[src/shared/ctcp_pkg.sv]
// Package for the cross-trigger coordination port: constants and carrier structs
package ctcp_pkg;

    // -------------------------------------------------------------------
    // Timing
    // -------------------------------------------------------------------
    localparam int unsigned CLK_PERIOD_NS      = 25;
    localparam int unsigned EXEC_TRIG_PULSE_NS = 100;   // Trigger pulse after execute
    localparam int unsigned EXEC_TRIG_CYCLES   =
        (EXEC_TRIG_PULSE_NS + CLK_PERIOD_NS - 1) / CLK_PERIOD_NS;
    localparam int unsigned EXEC_MASK_CYCLES   = EXEC_TRIG_CYCLES + 4; // Covers bus round trip
    localparam int unsigned CNT_W              = 4;
    localparam int unsigned MAX_UNITS          = 32;

    // -------------------------------------------------------------------
    // Route select codes for the two internal trigger lines
    // -------------------------------------------------------------------
    localparam logic [1:0] ROUTE_NONE  = 2'h0;
    localparam logic [1:0] ROUTE_LINEA = 2'h1;
    localparam logic [1:0] ROUTE_LINEB = 2'h2;
    localparam logic [1:0] ROUTE_BOTH  = 2'h3;

    // -------------------------------------------------------------------
    // Reset values
    // -------------------------------------------------------------------
    localparam logic [1:0] RST_SYNC = 2'h0;

    // -------------------------------------------------------------------
    // Types
    // -------------------------------------------------------------------
    typedef enum logic [1:0] {
        CTCP_IDLE  = 2'b00,   // Coordination off or running freely
        CTCP_RUN   = 2'b01,   // Running, ready released
        CTCP_HALT  = 2'b10,   // Stopped in background, ready pulled low until prepared
        CTCP_ARMED = 2'b11    // Execute seen, waiting for ready to go true
    } ctcp_state_e;

    // Bus line triple, one bit per line, all in the true sense
    typedef struct packed {
        logic trigger;
        logic ready;
        logic execute;
    } ctcp_bus_s;

    // Routing configuration from the unit's configuration logic
    typedef struct packed {
        logic [1:0] bus_out_route;   // Which internal lines drive the bus trigger
        logic [1:0] bus_in_route;    // Which internal lines the bus trigger drives
        logic [1:0] edge_out_route;  // Which internal lines drive the rear trigger
        logic [1:0] edge_in_route;   // Which internal lines the rear trigger drives
        logic       ana_arm_on_b;    // Analyzer arm from internal line b
        logic       emu_brk_on_b;    // Emulator break from internal line b
        logic       bus_brk_direct;  // Bus trigger breaks emulator directly
        logic       edge_brk_direct; // Rear trigger breaks emulator directly
    } ctcp_cfg_s;

endpackage

[src/design/ctcp_sync.sv]
// Two-stage synchroniser bank for the bus lines and the rear trigger input
`timescale 1ns/1ps
module ctcp_sync #(
    parameter int unsigned WIDTH = 4
) (
    // Clock and reset
    input  wire logic             clk_sys,
    input  wire logic             rst_b,
    input  wire logic             clk_en,
    // Data
    input  wire logic [WIDTH-1:0] async_in,
    output logic      [WIDTH-1:0] sync_out
);

    logic [WIDTH-1:0] meta;

    // Second stage is the only reader of the first
    always_ff @(posedge clk_sys or negedge rst_b) begin
        if (!rst_b) begin
            meta     <= '0;
            sync_out <= '0;
        end else if (clk_en) begin
            meta     <= async_in;
            sync_out <= meta;
        end
    end

endmodule

[src/design/ctcp_port.sv]
// Cross-trigger and coordination port of the emulator unit
// How it works
// - Bus has trigger, ready, execute; each is driven and sensed by this unit.
// - Bus trigger is low true; we drive it and receive it.
// - Received bus trigger can arm the analyzer or break the emulator.
// - Ready is high true open collector; its level is the AND of units.
// - Unit releases ready once prepared to run; true means everyone is ready.
// - Coordinated unit breaks when ready goes false, stays stopped until true.
// - On a break the unit pulls ready low until prepared to resume.
// - Unit held in reset pulls ready low.
// - Execute is low true, any unit drives it; emulator and analyzer use it.
// - On execute, run from start address when ready returns true.
// - Rear trigger is a rising edge; drives or receives analyzer, receives break.
// - Bus trigger senses level, rear trigger senses rising edges only.
// - After execute, pulse bus trigger always; own inputs ignore that pulse.
// - Both external lines connect to either internal line, and break directly.
// - Scheme works for up to 32 units started and stopped together.
// - Our analyzer trigger can arm other analyzers or break other emulators.
// - Rear instrument signal can arm our analyzer or break our emulator.
// - Internal line a is driven by the analyzer and received by the emulator.
// - With coordination disabled, the emulator ignores execute and ready.
// - When any coordinated unit breaks, every coordinated unit breaks.
`timescale 1ns/1ps
module ctcp_port (
    // Clock and reset
    input  wire logic                 clk_sys,
    input  wire logic                 rst_b,
    input  wire logic                 clk_en,
    // Configuration
    input  wire logic                 coord_en,
    input  wire ctcp_pkg::ctcp_cfg_s  cfg,
    // Emulator side
    input  wire logic                 emu_break,
    input  wire logic                 emu_prepared,
    input  wire logic                 emu_in_monitor,
    input  wire logic                 exec_request,
    output logic                      emu_break_req,
    output logic                      emu_run_from_start,
    output logic                      emu_hold,
    // Analyzer side
    input  wire logic                 ana_trigger,
    output logic                      ana_arm,
    output logic                      ana_exec_start,
    // Coordination bus pins, low level true for trigger and execute
    input  wire logic                 bus_trigger_n_in,
    output logic                      bus_trigger_n_out,
    output logic                      bus_trigger_n_oe,
    input  wire logic                 bus_ready_in,
    output logic                      bus_ready_out,
    output logic                      bus_ready_oe,
    input  wire logic                 bus_execute_n_in,
    output logic                      bus_execute_n_out,
    output logic                      bus_execute_n_oe,
    // Rear edge trigger pin
    input  wire logic                 edge_trig_in,
    output logic                      edge_trig_out,
    output logic                      edge_trig_oe,
    // Internal trigger lines, visible for debug
    output logic                      line_a,
    output logic                      line_b
);

    // ---------------------------------------------------------------
    // Helpers
    // ---------------------------------------------------------------
    function automatic logic hits_a(input logic [1:0] r);
        return r == ctcp_pkg::ROUTE_LINEA || r == ctcp_pkg::ROUTE_BOTH;
    endfunction

    function automatic logic hits_b(input logic [1:0] r);
        return r == ctcp_pkg::ROUTE_LINEB || r == ctcp_pkg::ROUTE_BOTH;
    endfunction

    // ---------------------------------------------------------------
    // Input synchronisers
    // ---------------------------------------------------------------
    logic [3:0]          raw_in;
    logic [3:0]          syn_in;
    ctcp_pkg::ctcp_bus_s bus_s;
    logic                edge_s;

    // Convert bus to true sense before the synchroniser
    assign raw_in = {~bus_trigger_n_in, bus_ready_in, ~bus_execute_n_in, edge_trig_in};

    ctcp_sync #(
        .WIDTH (4)
    ) u_sync (
        .clk_sys  (clk_sys),
        .rst_b    (rst_b),
        .clk_en   (clk_en),
        .async_in (raw_in),
        .sync_out (syn_in)
    );

    assign bus_s  = ctcp_pkg::ctcp_bus_s'(syn_in[3:1]);
    assign edge_s = syn_in[0];

    // ---------------------------------------------------------------
    // Edge and level detection
    // ---------------------------------------------------------------
    logic edge_d;
    logic exec_d;
    logic ready_d;

    always_ff @(posedge clk_sys or negedge rst_b) begin
        if (!rst_b) begin
            edge_d  <= 1'b0;
            exec_d  <= 1'b0;
            ready_d <= 1'b0;
        end else if (clk_en) begin
            edge_d  <= edge_s;
            exec_d  <= bus_s.execute;
            ready_d <= bus_s.ready;
        end
    end

    logic edge_rise;
    logic exec_rise;
    logic ready_rise;
    logic ready_fall;

    assign edge_rise  = edge_s & ~edge_d;
    assign exec_rise  = bus_s.execute & ~exec_d;
    assign ready_rise = bus_s.ready & ~ready_d;
    assign ready_fall = ~bus_s.ready & ready_d;

    // ---------------------------------------------------------------
    // Execute pulse mask: own trigger inputs ignore the forced pulse
    // ---------------------------------------------------------------
    logic [ctcp_pkg::CNT_W-1:0] pulse_cnt;
    logic [ctcp_pkg::CNT_W-1:0] mask_cnt;
    logic                       pulse_on;
    logic                       masked;

    assign pulse_on = pulse_cnt != '0;
    assign masked   = mask_cnt != '0;

    // Counters restart on every execute edge, coordinated or not
    always_ff @(posedge clk_sys or negedge rst_b) begin
        if (!rst_b) begin
            pulse_cnt <= '0;
            mask_cnt  <= '0;
        end else if (clk_en) begin
            if (exec_rise) begin
                pulse_cnt <= ctcp_pkg::CNT_W'(ctcp_pkg::EXEC_TRIG_CYCLES);
                mask_cnt  <= ctcp_pkg::CNT_W'(ctcp_pkg::EXEC_MASK_CYCLES);
            end else begin
                if (pulse_on) begin
                    pulse_cnt <= pulse_cnt - 1'b1;
                end
                if (masked) begin
                    mask_cnt <= mask_cnt - 1'b1;
                end
            end
        end
    end

    // ---------------------------------------------------------------
    // Received triggers and internal lines
    // ---------------------------------------------------------------
    logic bus_trig_rx;
    logic edge_trig_rx;
    logic next_line_a;
    logic next_line_b;

    // Level sense on bus, edge sense on rear input; pulse window blanked
    assign bus_trig_rx  = bus_s.trigger & ~masked;
    assign edge_trig_rx = edge_rise;

    // Line a always carries the analyzer trigger
    assign next_line_a = ana_trigger
                       | (bus_trig_rx  & hits_a(cfg.bus_in_route))
                       | (edge_trig_rx & hits_a(cfg.edge_in_route));
    assign next_line_b = (bus_trig_rx  & hits_b(cfg.bus_in_route))
                       | (edge_trig_rx & hits_b(cfg.edge_in_route));

    // ---------------------------------------------------------------
    // Coordination state machine
    // ---------------------------------------------------------------
    ctcp_pkg::ctcp_state_e state;
    ctcp_pkg::ctcp_state_e next_state;
    logic                  next_run;

    // Coordination off: execute and ready do not move the state machine
    always_comb begin
        next_state = state;
        next_run   = 1'b0;
        case (state)
            ctcp_pkg::CTCP_IDLE: begin
                if (coord_en) begin
                    next_state = ctcp_pkg::CTCP_HALT;
                end
            end
            ctcp_pkg::CTCP_RUN: begin
                if (!coord_en) begin
                    next_state = ctcp_pkg::CTCP_IDLE;
                end else if (exec_rise) begin
                    next_state = ctcp_pkg::CTCP_ARMED;
                end else if (emu_break || ready_fall || !bus_s.ready) begin
                    next_state = ctcp_pkg::CTCP_HALT;
                end
            end
            ctcp_pkg::CTCP_HALT: begin
                if (!coord_en) begin
                    next_state = ctcp_pkg::CTCP_IDLE;
                end else if (exec_rise) begin
                    next_state = ctcp_pkg::CTCP_ARMED;
                end else if (bus_s.ready && emu_prepared && !emu_break) begin
                    next_state = ctcp_pkg::CTCP_RUN;
                end
            end
            ctcp_pkg::CTCP_ARMED: begin
                if (!coord_en) begin
                    next_state = ctcp_pkg::CTCP_IDLE;
                end else if (bus_s.ready && emu_prepared && !emu_break) begin
                    next_state = ctcp_pkg::CTCP_RUN;
                    next_run   = 1'b1;
                end
            end
            default: begin
                next_state = ctcp_pkg::CTCP_IDLE;
            end
        endcase
    end

    always_ff @(posedge clk_sys or negedge rst_b) begin
        if (!rst_b) begin
            state <= ctcp_pkg::CTCP_IDLE;
        end else if (clk_en) begin
            state <= next_state;
        end
    end

    // ---------------------------------------------------------------
    // Output decode
    // ---------------------------------------------------------------
    logic in_coord;
    logic next_pull_ready;
    logic next_brk;
    logic next_bus_trig;
    logic next_edge_trig;
    logic next_arm;
    logic next_exec_start;
    logic out_lvl_d;

    assign in_coord = state != ctcp_pkg::CTCP_IDLE;

    // Stopped unit frees ready once prepared, else the wired AND never rises
    assign next_pull_ready = ((next_state == ctcp_pkg::CTCP_HALT)
                              | (next_state == ctcp_pkg::CTCP_ARMED))
                           & (~emu_prepared | emu_break)
                           | ((next_state == ctcp_pkg::CTCP_RUN) & emu_break);

    // Break on line a, optional line b, direct externals, or coordinated stop
    assign next_brk = next_line_a
                    | (next_line_b & cfg.emu_brk_on_b)
                    | (bus_trig_rx & cfg.bus_brk_direct)
                    | (edge_trig_rx & cfg.edge_brk_direct)
                    | (in_coord & coord_en & ~bus_s.ready & ~emu_in_monitor);

    // Bus trigger: routed internal lines, plus the forced execute pulse
    assign next_bus_trig = (next_line_a & hits_a(cfg.bus_out_route))
                         | (next_line_b & hits_b(cfg.bus_out_route))
                         | pulse_on;

    // Rear output level from routed lines; stretched one cycle so a rise shows
    assign next_edge_trig = ((next_line_a & hits_a(cfg.edge_out_route))
                           | (next_line_b & hits_b(cfg.edge_out_route)));

    assign next_arm        = next_line_b & cfg.ana_arm_on_b;
    assign next_exec_start = exec_rise;

    // Registered outputs; reset pulls ready low
    always_ff @(posedge clk_sys or negedge rst_b) begin
        if (!rst_b) begin
            bus_ready_out      <= 1'b0;
            bus_ready_oe       <= 1'b1;
            bus_trigger_n_out  <= 1'b0;
            bus_trigger_n_oe   <= 1'b0;
            bus_execute_n_out  <= 1'b0;
            bus_execute_n_oe   <= 1'b0;
            edge_trig_out      <= 1'b0;
            edge_trig_oe       <= 1'b0;
            out_lvl_d          <= 1'b0;
            emu_break_req      <= 1'b0;
            emu_run_from_start <= 1'b0;
            emu_hold           <= 1'b0;
            ana_arm            <= 1'b0;
            ana_exec_start     <= 1'b0;
            line_a             <= 1'b0;
            line_b             <= 1'b0;
        end else if (clk_en) begin
            bus_ready_out      <= 1'b0;
            bus_ready_oe       <= next_pull_ready;
            bus_trigger_n_out  <= 1'b0;
            bus_trigger_n_oe   <= next_bus_trig;
            bus_execute_n_out  <= 1'b0;
            bus_execute_n_oe   <= exec_request;
            out_lvl_d          <= next_edge_trig;
            edge_trig_out      <= next_edge_trig | out_lvl_d;
            edge_trig_oe       <= next_edge_trig | out_lvl_d;
            emu_break_req      <= next_brk;
            emu_run_from_start <= next_run;
            emu_hold           <= next_state == ctcp_pkg::CTCP_HALT
                                | next_state == ctcp_pkg::CTCP_ARMED;
            ana_arm            <= next_arm;
            ana_exec_start     <= next_exec_start;
            line_a             <= next_line_a;
            line_b             <= next_line_b;
        end
    end

endmodule

[config.mk]
export PLATFORM = sky130hd
export DESIGN_NAME = ctcp_port
export DESIGN_NICKNAME = d
export VERILOG_FILES = /design/src/shared/ctcp_pkg.sv /design/src/design/ctcp_sync.sv /design/src/design/ctcp_port.sv
export SDC_FILE = /design/constraint.sdc
export NUM_CORES = 1
export LEC_CHECK = 0
export BUFFER_PORTS_ARGS = -buffer_cell sky130_fd_sc_hd__buf_2
export CELL_PAD_IN_SITES_DETAIL_PLACEMENT = 1
export CELL_PAD_IN_SITES_GLOBAL_PLACEMENT = 2
export CORE_MARGIN = 1.5
export CORE_UTILIZATION = 34
export CTS_CLUSTER_DIAMETER = 100
export CTS_CLUSTER_SIZE = 14
export DETAILED_ROUTE_END_ITERATION = 16
export GPL_TIMING_DRIVEN = 0
export PLACE_DENSITY = 0.87
export SLEW_MARGIN = 0
export SYNTH_ARGS = -nofsm -noshare
export SYNTH_HDL_FRONTEND = slang
export SYNTH_SLANG_ARGS = --single-unit
[constraint.sdc]
create_clock -name clk_sys -period 3 [get_ports clk_sys]
set_input_delay 0.6 -clock clk_sys [delete_from_list [all_inputs] [get_ports clk_sys]]
set_output_delay 0.6 -clock clk_sys [all_outputs]
set_load 0.03 [all_outputs]
==> flow_summary_export.csv <==
group,metric,value,unit
global_route,track_usage,17.2,%
floorplanning,die_w,69.4,um
place,placed_area,0.00175,mm^2
setup_path,worst-setup-path-type,"reg2reg",
detailed_routing,dr.pass1.iters,4,
setup_path,start_kind,"register",
cells_and_area,nets,217,
detailed_routing,postRouteAntennaNets,0,
synth,synthesis.area,0.00150,mm^2
detailed_routing,via_per_inst,5.18,
clock_tree,clk_latency,290,ps
floorplanning,io-pin-count,40,
setup_path,path_cells,"inv_1 > ha_1 > and4bb_4 > a22oi_1 > a2bb2oi_2 > a41oi_1",
global_route,grt_pass1_vias,1365,
sta,timing.hold.ws,350,ps
sta,worst_pin_slew,689,ps
flow_run,drv_cap,0,
synth,async_reset_ff_share,100,%
detailed_routing,via_count,1242,
synth,yosys_warnings,0,
clock_tree,root_buffer,"clkbuf_8",
clock_tree,cts_resized,0,
cells_and_area,fillers,491,
clock_tree,clkTransAtPathRegs,60,ps
cells_and_area,mostFrequentLayoutCells,"37 x buf_2, 30 x dfrtp_1, 14 x nand2_1, 14 x o21ai_0",
global_route,grt_max_degree,32,
setup_path,slowest_stage,"a22oi_1",
detailed_routing,wl_per_cell,15.5,um
clock_tree,numCtsBuffers,5,
detailed_routing,finalWirelength,3720,um
sta,hold_viol,0,
synth,synthFlopType,"dfrtp_1",
clock_tree,cts_max_path_buffers,2,
cells_and_area,mostFrequentLayoutCell,"buf_2",
floorplanning,die_y,69.4,um
floorplanning,die_area,0.00482,mm^2
setup_path,critical_path.top_delay_family,"compound AO/OA/AOI/OAI gates",
clock_tree,htreeDepth,2,
sta,finalClockSkew,4.32,ps
clock_tree,cts_tree,"built",
cells_and_area,seq_area,777,um^2
sta,fmax,544,MHz
synth,syn_avg_cell_area,10.3,um^2
synth,synth-edff-count,0,
cells_and_area,layout-drive-gt1-share,32.6,%
detailed_routing,drtIter0Drc,33,
setup_path,cp.required,3140,ps
place,post-dp-hpwl,2830,um
sta,timing.final.crit_share,61.3,%
sta,finalMaxSlewViolations,0,
power,peakVddDrop,264,uV
global_route,grt_pass1_wl,6440,um
outcome,outcome,"finished, final reports clean",
clock_tree,clock_sinks,31,
synth,ys_types,37,
setup_path,critPathBufInv,1,
hold_path,hold_class,"in2async",
place,place.gp.congestion,0.782,
synth,synth_sequential_area_ratio,51.8,%
place,portBuffers,35,
setup_path,critical_path.max_fanout,5,
floorplanning,rows,23,
cells_and_area,areaGrowthSynthToFinish,21.9,%
floorplanning,start_util,36.5,%
clock_tree,post_cts_buffers,0,
power,power_per_cell_area,736,mW/mm^2
sta,timing.final.crit_period,1840,ps
synth,netlist_instances,145,
power,p_leak,0.861,nW
cells_and_area,diodes,0,
setup_path,crit_arrival,1980,ps
detailed_routing,drc,0,
global_route,antenna_found_initial,0,
synth,synth-seq-cells,31,
setup_path,slowest_delay,450,ps
sta,finalSetupViolations,0,
cells_and_area,multi_input_comb_area,642,um^2
floorplanning,core,0.00412,mm^2
cells_and_area,postLayoutCellArea,0.00183,mm^2
sta,rsz0062_at_grt,"false",
clock_tree,ctsHoldBuffers,0,
global_route,grt-ovfl-total,0,
sta,maxSlewHeadroom,54.1,%
sta,setup_tns,0,ps
setup_path,end_kind,"register",
cell type report:
type	instances	share of cell area, %
plain buffers	9	2.80
clock buffers	5	3.76
clock inverters	3	0.821
inverters	10	2.05
multi-input cells	97	35.1
flip-flops and latches	31	42.5
well taps	50	3.42
repair buffers	35	9.58
cell usage after synthesis, types with 4 or more instances:
cell type / count / area (um^2)
a21oi_1: 5 / 25.0
buf_4: 4 / 30.0
dfrtp_1: 30 / 751
inv_1: 10 / 37.5
mux2_2: 10 / 113
nand2_1: 14 / 52.6
nand3_1: 5 / 25.0
nor2_1: 8 / 30.0
o21ai_0: 14 / 70.1
power by group:
group          switching, W  internal [W]  leakage (nW)  total, W
Clock              0.000157      0.000158        0.0477  0.000315
Combinational      0.000248      0.000172         0.441  0.000420
Sequential        0.0000920      0.000520         0.373  0.000612
Total              0.000497      0.000850         0.861   0.00135
through the flow:
step                      power (W)  utilization, %  cells  setup WS (ps)
after floorplan            0.000899               -    147           1420
after global placement      0.00100            42.4    232           1190
after detailed placement    0.00104            42.4    232           1170
after CTS                   0.00137            44.5    240           1150
after global routing        0.00145            44.5    240           1030
final                       0.00135            44.5    240           1160
registers in the layout (all words and copies together) (netlist names), 2 cells and up:
register,count
mask_cnt,4
u_sync.meta,4
state,2
u_sync.sync_out,4
pulse_cnt,4
cell families after synthesis:
| group | after synthesis | share of synthesized area [%] |
|---|---|---|
| compound gates | 38 | 16.8 |
| fa+ha+maj | 3 | 2.50 |
| buf+inv | 19 | 5.92 |
| flops | 31 | 51.8 |
| mux | 11 | 8.17 |
| other cells | 1 | 0.250 |
| simple gates | 42 | 14.6 |
worst paths after layout:
path | from | endpoint | slack [ps] | cells past startpoint
max | mask_cnt[0]$_DFFE_PN0P_ | bus_trigger_n_oe$_DFFE_PN0P_ | 1160 | 6
min | rst_b | pulse_cnt[3]$_DFFE_PN0P_ | 350 | 1
max reg2reg | mask_cnt[0]$_DFFE_PN0P_ | bus_trigger_n_oe$_DFFE_PN0P_ | 1160 | 6
min reg2reg | bus_ready_oe$_DFFE_PN1P_ | bus_ready_oe$_DFFE_PN1P_ | 480 | 1
max in group asynchronous | rst_b | mask_cnt[0]$_DFFE_PN0P_ | 2200 | 1
min in group clk_sys | bus_ready_oe$_DFFE_PN1P_ | bus_ready_oe$_DFFE_PN1P_ | 480 | 1
metal layers:
metal	wire, um	track usage [%]
met4	91	8.93
met3	192	5.52
met5	0	0
met1	1600	19.5
met2	1840	29.0
Note: power is estimated with default switching activity, not from simulation.
